$ cat config.mk
export PLATFORM = sky130hd
export DESIGN_NAME = cwl_line_control
export DESIGN_NICKNAME = d
export VERILOG_FILES = /design/src/logic/cwl_pkg.sv /design/src/logic/cwl_line_control.sv /design/src/logic/cwl_wake_detect.sv
export SDC_FILE = /design/constraint.sdc
export NUM_CORES = 1
export LEC_CHECK = 0
export ABC_AREA = 1
export BUFFER_PORTS_ARGS = -buffer_cell sky130_fd_sc_hd__clkbuf_2
export CAP_MARGIN = 20
export CORE_MARGIN = 2
export CORE_UTILIZATION = 55
export DETAILED_ROUTE_END_ITERATION = 16
export PLACE_DENSITY = 0.88
export SLEW_MARGIN = 20
export SYNTH_ARGS = -nofsm -noshare
export SYNTH_HDL_FRONTEND = slang
export SYNTH_HIERARCHICAL = 1
export SYNTH_SLANG_ARGS = --single-unit
$ cat constraint.sdc
create_clock -name clk_sys -period 2.1 [get_ports clk_sys]
set_input_delay 0.21 -clock clk_sys [delete_from_list [all_inputs] [get_ports clk_sys]]
set_output_delay 0.21 -clock clk_sys [all_outputs]
set_load 0.01 [all_outputs]
$ cat src/logic/cwl_pkg.sv
package cwl_pkg;
  // register byte offsets
  localparam logic [7:0] CWL_OFF_CTRL = 8'h00;
  localparam logic [7:0] CWL_OFF_STAT = 8'h04;
  localparam logic [7:0] CWL_OFF_IRQ = 8'h08;
  localparam logic [7:0] CWL_OFF_MASK = 8'h0c;
  // control fields
  localparam int CWL_CTRL_MODE_LSB = 0;
  localparam int CWL_CTRL_WAKEEN_BIT = 2;
  localparam int CWL_CTRL_SLEW_LSB = 4;
  localparam logic [31:0] CWL_CTRL_RESET = 32'h0000_0004;
  // interrupt bits
  localparam int CWL_IRQ_WAKE_BIT = 0;
  localparam int CWL_IRQ_DOMTO_BIT = 1;
  localparam int CWL_IRQ_MODE_BIT = 2;
  localparam int CWL_IRQ_W = 3;
  // clock and timing
  localparam int CWL_CLK_KHZ = 25000;
  localparam int CWL_FILT_MIN_NS = 500;
  localparam int CWL_FILT_MAX_US = 500;
  localparam int CWL_WAKE_TO_US = 500;
  localparam int CWL_MODE_DLY_US = 10;
  localparam int CWL_DOM_TO_US = 360;
  localparam int CWL_WAKE_PULSES = 3;
  // least width rounds up, longest times round down
  localparam int CWL_FILT_MIN_CYC = (CWL_FILT_MIN_NS * CWL_CLK_KHZ + 999999) / 1000000;
  localparam int CWL_FILT_MAX_CYC = CWL_FILT_MAX_US * CWL_CLK_KHZ / 1000;
  localparam int CWL_WAKE_TO_CYC = CWL_WAKE_TO_US * CWL_CLK_KHZ / 1000;
  localparam int CWL_MODE_DLY_CYC = CWL_MODE_DLY_US * CWL_CLK_KHZ / 1000;
  localparam int CWL_DOM_TO_CYC = CWL_DOM_TO_US * CWL_CLK_KHZ / 1000;
  typedef enum logic [1:0] {
    CWL_MODE_SLEEP = 2'h0,
    CWL_MODE_STANDBY = 2'h1,
    CWL_MODE_NORMAL = 2'h2,
    CWL_MODE_STOP = 2'h3
  } cwl_mode_t;
  typedef enum logic [2:0] {
    CWL_ST_LOWPWR = 3'h1,
    CWL_ST_SWITCH = 3'h2,
    CWL_ST_ACTIVE = 3'h4
  } cwl_state_t;
endpackage

$ cat src/logic/cwl_line_control.sv
`timescale 1ns/10ps
module cwl_line_control
  import cwl_pkg::*;
#(
  parameter int MODE_DLY = CWL_MODE_DLY_CYC,
  parameter int DOM_TO = CWL_DOM_TO_CYC,
  parameter int FILT_MAX = CWL_FILT_MAX_CYC,
  parameter int WAKE_TO = CWL_WAKE_TO_CYC
) (
  input wire logic clk_sys,
  input wire logic sys_rst,
  input wire logic [31:0] haddr,
  input wire logic [1:0] htrans,
  input wire logic hwrite,
  input wire logic [2:0] hsize,
  input wire logic [31:0] hwdata,
  input wire logic hsel,
  input wire logic hready,
  output logic [31:0] hrdata,
  output logic hreadyout,
  output logic hresp,
  input wire logic canTx,
  output logic canRx,
  input wire logic busDominant,
  input wire logic wakeBusDominant,
  output logic drvDominant,
  output logic [1:0] slewSel,
  output logic busWake,
  output logic irq
);
  typedef struct packed {
    logic [1:0] mode;
    logic wakeEn;
    logic [1:0] slew;
    cwl_state_t st;
    logic [15:0] dly;
    logic [15:0] domCnt;
    logic domLock;
    logic wakeFlag;
    logic [CWL_IRQ_W-1:0] status;
    logic [CWL_IRQ_W-1:0] mask;
    logic dPend;
    logic dWrite;
    logic [7:0] dAddr;
    logic [31:0] rdata;
    logic rx;
    logic drv;
    logic irqOut;
    logic ready;
    logic resp;
  } cwl_top_t;
  cwl_top_t s;
  cwl_top_t next_s;
  logic wakeEvent;
  logic canActive;
  logic [31:0] ctrlWord;

  function automatic logic [31:0] regRead(input logic [7:0] a, input cwl_top_t c, input logic [31:0] cw);
    if (a == CWL_OFF_CTRL) begin
      return cw;
    end else if (a == CWL_OFF_STAT) begin
      return {29'h0, c.domLock, c.st == CWL_ST_ACTIVE, c.wakeFlag};
    end else if (a == CWL_OFF_IRQ) begin
      return {29'h0, c.status};
    end else if (a == CWL_OFF_MASK) begin
      return {29'h0, c.mask};
    end else begin
      return 32'h0000_0000;
    end
  endfunction

  cwl_wake_detect #(
    .FILT_MAX(FILT_MAX),
    .WAKE_TO(WAKE_TO)
  ) uWake (
    .clk_sys(clk_sys),
    .sys_rst(sys_rst),
    .enable(s.wakeEn && s.st == CWL_ST_LOWPWR && !s.wakeFlag),
    .busDominant(wakeBusDominant),
    .wakeEvent(wakeEvent)
  );

  assign canActive = (s.st == CWL_ST_ACTIVE);
  assign ctrlWord = {26'h0, s.slew, 1'b0, s.wakeEn, s.mode};
  assign hrdata = s.rdata;
  assign hreadyout = s.ready;
  assign hresp = s.resp;
  assign canRx = s.rx;
  assign drvDominant = s.drv;
  assign slewSel = s.slew;
  assign busWake = s.wakeFlag;
  assign irq = s.irqOut;

  always_comb begin
    logic [CWL_IRQ_W-1:0] ev;
    logic rdIrq;
    ev = '0;
    rdIrq = 1'b0;
    next_s = s;
    // zero wait state, every transfer answered okay
    next_s.ready = 1'b1;
    next_s.resp = 1'b0;
    // address phase capture
    next_s.dPend = 1'b0;
    if (hready && hsel && htrans[1]) begin
      next_s.dPend = 1'b1;
      next_s.dWrite = hwrite;
      next_s.dAddr = haddr[7:0];
      if (!hwrite) begin
        next_s.rdata = regRead(haddr[7:0], s, ctrlWord);
        rdIrq = (haddr[7:0] == CWL_OFF_IRQ);
      end
    end
    // data phase write
    if (s.dPend && s.dWrite) begin
      if (s.dAddr == CWL_OFF_CTRL) begin
        next_s.mode = hwdata[CWL_CTRL_MODE_LSB +: 2];
        next_s.wakeEn = hwdata[CWL_CTRL_WAKEEN_BIT];
        next_s.slew = hwdata[CWL_CTRL_SLEW_LSB +: 2];
      end else if (s.dAddr == CWL_OFF_MASK) begin
        next_s.mask = hwdata[CWL_IRQ_W-1:0];
      end
    end
    // mode state machine
    case (s.st)
      CWL_ST_LOWPWR: begin
        if (s.mode == CWL_MODE_NORMAL) begin
          next_s.st = CWL_ST_SWITCH;
          next_s.dly = 16'h0000;
        end
      end
      CWL_ST_SWITCH: begin
        next_s.dly = s.dly + 16'h0001;
        if (s.mode != CWL_MODE_NORMAL) begin
          next_s.st = CWL_ST_LOWPWR;
        end else if (s.dly >= 16'(MODE_DLY - 2)) begin
          next_s.st = CWL_ST_ACTIVE;
          ev[CWL_IRQ_MODE_BIT] = 1'b1;
        end
      end
      CWL_ST_ACTIVE: begin
        if (s.mode != CWL_MODE_NORMAL) begin
          next_s.st = CWL_ST_LOWPWR;
        end
      end
      default: begin
        next_s.st = CWL_ST_LOWPWR;
      end
    endcase
    if (canActive) begin
      next_s.wakeFlag = 1'b0;
    end
    if (wakeEvent) begin
      next_s.wakeFlag = 1'b1;
      ev[CWL_IRQ_WAKE_BIT] = 1'b1;
    end
    if (!canActive || canTx) begin
      next_s.domCnt = 16'h0000;
      next_s.domLock = 1'b0;
    end else if (!s.domLock) begin
      next_s.domCnt = s.domCnt + 16'h0001;
      if (s.domCnt >= 16'(DOM_TO - 1)) begin
        next_s.domLock = 1'b1;
        ev[CWL_IRQ_DOMTO_BIT] = 1'b1;
      end
    end
    next_s.drv = canActive && !canTx && !next_s.domLock;
    // rx reports bus, recessive when idle
    next_s.rx = canActive ? !busDominant : 1'b1;
    // set wins over read-clear
    next_s.status = (rdIrq ? '0 : s.status) | ev;
    next_s.irqOut = |(next_s.status & s.mask);
  end

  always_ff @(posedge clk_sys or posedge sys_rst) begin
    if (sys_rst) begin
      s <= '0;
      s.st <= CWL_ST_LOWPWR;
      s.wakeEn <= CWL_CTRL_RESET[CWL_CTRL_WAKEEN_BIT];
      s.rx <= 1'b1;
      s.ready <= 1'b1;
    end else begin
      s <= next_s;
    end
  end
endmodule

$ cat src/logic/cwl_wake_detect.sv
`timescale 1ns/10ps
module cwl_wake_detect
  import cwl_pkg::*;
#(
  parameter int FILT_MAX = CWL_FILT_MAX_CYC,
  parameter int WAKE_TO = CWL_WAKE_TO_CYC
) (
  input wire logic clk_sys,
  input wire logic sys_rst,
  input wire logic enable,
  input wire logic busDominant,
  output logic wakeEvent
);
  typedef struct packed {
    logic [15:0] width;
    logic [15:0] gap;
    logic [1:0] count;
    logic prevDom;
    logic gapRun;
    logic wake;
  } cwl_wd_t;
  cwl_wd_t s;
  cwl_wd_t next_s;
  assign wakeEvent = s.wake;
  always_comb begin
    next_s = s;
    next_s.wake = 1'b0;
    next_s.prevDom = busDominant;
    if (!enable) begin
      next_s.count = 2'h0;
      next_s.gapRun = 1'b0;
      next_s.width = 16'h0000;
    end else begin
      if (busDominant && s.width != 16'hffff) begin
        next_s.width = s.width + 16'h0001;
      end
      if (s.gapRun && s.gap != 16'hffff) begin
        next_s.gap = s.gap + 16'h0001;
      end
      if (s.gapRun && s.gap >= 16'(WAKE_TO)) begin
        next_s.count = 2'h0;
        next_s.gapRun = 1'b0;
      end
      if (s.prevDom && !busDominant) begin
        next_s.width = 16'h0000;
        if (s.width >= 16'(CWL_FILT_MIN_CYC) && s.width < 16'(FILT_MAX)) begin
          if (s.count == 2'(CWL_WAKE_PULSES - 1)) begin
            next_s.wake = 1'b1;
            next_s.count = 2'h0;
            next_s.gapRun = 1'b0;
          end else begin
            next_s.count = s.count + 2'h1;
            next_s.gapRun = 1'b1;
            next_s.gap = 16'h0000;
          end
        end else begin
          next_s.count = 2'h0;
          next_s.gapRun = 1'b0;
        end
      end
    end
  end
  always_ff @(posedge clk_sys or posedge sys_rst) begin
    if (sys_rst) begin
      s <= '0;
    end else begin
      s <= next_s;
    end
  end
endmodule

==> Word level (Yosys, flattened, before mapping) <==
Cells that the tools add are included.
W data, S select, Z words.
{ "classes": {"add_sub_neg": 5, "magnitude_cmp": 5, "eq_ne": 18, "mux": 45, "bitwise_logic": 4, "n_reduce_logical": 29} }
{ "op_table": {"columns": ["cell", "count"], "rows": [
  ["$mux W16", 5],
  ["$add A16 B1 Y16 const B", 4],
  ["$mux W42", 1],
  ["$mux W17", 2],
  ["$mux W34", 1],
  ["$ge A16 B14 Y1 const B", 2],
  ["$mux W32", 1],
  ["$ne A16 B16 Y1 const B", 2],
  ["$pmux W16 S2", 1],
  ["$eq A8 B4 Y1 const B", 3],
  ["$mux W3", 7],
  ["$mux W1", 19],
  ["$mux W19", 1],
  ["$ge A16 B4 Y1 const B", 1],
  ["$ge A16 B8 Y1 const B", 1],
  ["$logic_not A8 Y1", 2],
  ["$lt A16 B14 Y1 const B", 1],
  ["$logic_and A1 B1 Y1", 12],
  ["$mux W2", 5],
  ["$ne A3 B3 Y1 const B", 3],
  ["$pmux W3 S3", 1],
  ["$eq A8 B3 Y1 const B", 1],
  ["$logic_not A1 Y1", 6],
  ["$mux W6", 1],
  ["15 further kinds", 23]
]} }
{ "word_totals": {"ff_bits": 130, "in_bits": 77, "output_inout_bits": 40, "word_cells": 129} }

==> Logic depth before layout (Yosys ltp) <==
{ "depth": {"ltp_word": 7, "depth_mapped": 12, "depth_no_buf": 11} }

==> Modules after synthesis <==
The synthesis kept the hierarchy.
{ "by_module_without_submodules": {"columns": ["module", "instances", "cells_each", "area_each_um2", "seq_area_each_um2"], "rows": [
  ["cwl_line_control", 1, 476, 3729.8, 1655.3],
  ["cwl_wake_detect", 1, 347, 2347.3, 925.9]
]} }

==> Worst setup path after synthesis <==
Ideal clock, no wire load.
{ "synth_path": {"path_kind": "reg-to-reg", "from": "register s[87] (netlist bit)", "to": "register uWake/s[3] (netlist bit)", "setup_time_ns": 0.083, "arrival_time_ns": 1.605, "required_ns": 2.017, "setup_slack_ns": 0.412, "path_stages_with_launch": 11, "n_path_buf": 0, "synth_period_minus_slack_ns": 1.688, "cell_sequence": "dfstp_2 nand3_1 nor3_1 inv_1 nor2_4 inv_2 nor3_1 nand2_1 o21ai_0 nand2_1 o21ai_0"} }
{ "synth_via": {"elab_chain_cells": 4, "elab_cells_between_ends": 5, "classes_between": "2 x eq/ne; 1 x mux; 2 x reduce/logical"} }
{ "synth_rtl": {"columns": ["element", "line", "text"], "rows": [
  ["start: declaration", "cwl_line_control.sv:52", "cwl_top_t s;"],
  ["start signal: assignment", "cwl_line_control.sv:183", "s <= next_s;"],
  ["$eq A3 B1 Y1 (*)", "cwl_line_control.sv:78", ".enable(s.wakeEn && s.st == CWL_ST_LOWPWR && !s.wakeFlag),"],
  ["$logic_and A1 B1 Y1 (*) (2 in a row)", "cwl_line_control.sv:78", null],
  ["$ne A3 B3 Y1 (no line) / $mux W2 (equally long branches)", null, null],
  ["end signal: assignment", "cwl_wake_detect.sv:67", "s <= next_s;"],
  ["end: declaration", "cwl_wake_detect.sv:22", "cwl_wd_t s;"]
]} }
Every way passes the cells marked *; elsewhere a longest branch is shown, timed or not.
A chain may end at the register's enable or synchronous reset.

==> Worst setup path in the final report <==
Same ends and word-level chain as after synthesis.

==> results.toml <==
[critical_path]
path_class = "reg2reg"
setup.worst_path.start_class = "flip-flop"
end_kind = "flip-flop"
cp_max_fo = 8
critPathRequiredTime_ns = 2.41
worstPathArrival_ns = 2.20

[power]
clock_power_share_pct = 32.0
power.internal_w = 0.00309
p_sw_w = 0.00134
power.density_nw_per_um2 = 676
vdd_drop_max_mv = 0.506
pwr-share-comb_pct = 18.2
swShare_pct = 30.3
seqPwrFrac_pct = 49.8
leakagePower_nw = 3.32

[grt]
grt_pass1_vias = 4931
track_usage_pct = 22.9
antenna_found_initial = 0
grt.overflow.total = 0
grt_first_pass_wirelength_mm = 21.6
grt_max_degree = 40

[yosys]
synth_cells = 823
yosys.area.top_type = "dfrtp_1"
synth_edf_count = 0
yosys-top-cells-area = "dfrtp_1 (41%), nand2_1 (13%), inv_1 (6.7%)"
synth_top_flop_cell = "dfrtp_1"
async_flop_share_pct = 100
seq_area_frac_synth_pct = 42.5
avgSynthCellArea_um2 = 7.38
yosysUniqueCellTypes = 45
yosysWarnings = 6
ys_seq_elements = 103
synth_top_area_share_pct = 41.2
synth_area_um2 = 6080

[cells_and_area]
final_nets = 949
finish.utilization_pct = 60.7
diodes = 0
drive_gt1_share_pct = 12.2
final_cell_mix = "nand2_1 (207), nor2_1 (109), inv_1 (108), dfrtp_1 (100), nand3_1 (58)"
mostFrequentLayoutCell = "nand2_1"
syn2layout_area_growth_pct = 7.89

[route]
firstDrtPassIters = 5
antenna_left = 0
wl_per_cell_um = 12.4
vias_per_cell = 5.11
drc = 0
detailroute.via_count = 5152
first_iter_violations = 442
drt-total-wl_mm = 12.5

[cts]
tritoncts = "done"
cts_buffers = 9
clkSinkCount = 103
clk_pin_slew_ns = 0.10
ctsRootBufferMaster = "clkbuf_8"
cts_buffer_depth = 2
post_cts_buffers = 0
clock_latency_ns = 0.38
cts_htree_levels = 3

[timing]
max_freq_mhz = 528
skew_ns = 0.0151
maxSlewViolCount = 0
finalSetupViolCount = 0
period_share_pct = 90.2
setup_ws_ns = 0.206
min_period_ns = 1.89
finalHoldViolCount = 0

[status]
status = "completed"

[floorplan]
row_count = 38
fp.dieH_um = 109
coreArea_um2 = 10800
die_area_um2 = 11900
start_util_pct = 56.3
die_w_um = 109
io_pins = 117

[place]
dp_hpwl_mm = 9.25
gp_congestion = 0.897
io_buffers = 32
post-place-ws_ns = 0.100

[hold_path]
hold_class = "in2reg"

[job]
max_cap_violations = 0
## metal layers
| metal | up-vias | GRT usage (%) | part of all wire, % |
|---|---|---|---|
| met5 | - | 0 | 0 |
| met4 | 0 | 8.24 | 1.4 |
| met3 | 14 | 4.66 | 4.6 |
| met2 | 139 | 39.5 | 50 |
| met1 | 2378 | 28.4 | 44 |
| li1 | 2621 | - | - |
## critical path, stage by stage (launching register included)
cell     delay (ns)
dfstp_2        0.54
nand3_1        0.13
nor3_2         0.22
inv_1          0.08
buf_4          0.16
nor2_4         0.11
inv_2          0.09
nor3_1         0.14
nand2_1        0.07
o21ai_0        0.12
nand2_1        0.08
o21ai_0        0.08
## Yosys cell counts (3+ instances only)
master and number:
a21oi_1 20, buf_2 3, buf_4 39, dfrtp_1 100
dfstp_2 3, ha_1 8, inv_1 109, inv_2 6
nand2_1 207, nand2_2 5, nand3_1 58, nand3_2 5
nand3b_1 3, nand4_1 19, nor2_1 109, nor2_2 3
nor2_4 9, nor3_1 22, nor3b_1 3, o21ai_0 45
o21bai_1 4, o22ai_1 3, or2_2 3, xor2_1 7
## stage by stage
step / TNS [ns] / total power (W) / std cells / hold slack (ns) / area [µm²]
2_1_floorplan: 0 / 0.00279 / 850 / 0.241 / 6180
3_3_place_gp: 0 / 0.00301 / 990 / 0.292 / 6280
3_5_place_dp: 0 / 0.00303 / 990 / 0.296 / 6280
4_1_cts: 0 / 0.00446 / 1009 / 0.0444 / 6540
5_1_grt: -0.0168 / 0.00468 / 1009 / 0.0401 / 6560
6_report: 0 / 0.00443 / 1009 / 0.0560 / 6560
## what timing repair did
action,CTS,global route
setup endpoints to repair,0,14
hold buffers,3,0
endpoints found under the hold margin,102,0
resized for setup,0,2
## final timing paths
kind	from	to	slack [ns]	cells after the start
max	s[87]	uWake/s[3]	0.21	11
max reg2reg	s[87]	uWake/s[3]	0.21	11
min reg2reg	s[42]	s[42]	0.49	2
max in group asynchronous	sys_rst	uWake/s[18]	1.25	4
min	hwdata[4]	slewSel[0]	0.06	2
min in group asynchronous	sys_rst	s[83]	0.43	4
## registers in the layout, indices dropped and copies added (netlist names)
| name | count |
|---|---|
| s | 52 |
| uWake/s | 36 |
| hrdata | 5 |
| ctrlWord | 3 |
| slewSel | 2 |
| busWake | 1 |
| canRx | 1 |
| drvDominant | 1 |
| irq | 1 |
| uWake/wakeEvent | 1 |
## layout make-up
cell class                 instances  area (µm²)
multi-input combinational        586        2860
sequential                       103        2580
fill                             932        4240
inverter                         118         444
clock buffer                      11         141
timing repair buffer              46         273
tap                              140         175
clock inverter                     5        86.3
## power by group through the flow
stage	Combinational, W	Clock (W)	Sequential (W)
floorplan	0.000575	0	0.00221
global placement	0.000764	0	0.00224
detailed placement	0.000788	0	0.00225
CTS	0.000796	0.00145	0.00221
global route	0.000915	0.00154	0.00223
finish	0.000807	0.00142	0.00221
## logic make-up after synthesis
kind of cell | count (synthesis) | share of synthesized area [%]
AND/OR/NAND/NOR | 456 | 34.2
buffers and inverters | 161 | 12.4
flip-flops | 103 | 42.5
AO/OA/AOI/OAI | 82 | 7.45
XOR/XNOR | 9 | 1.30
adder cells (fa/ha/maj) | 8 | 1.65
other | 2 | 0.124
multiplexers | 2 | 0.371
Note: power is estimated with default switching activity, not from simulation.
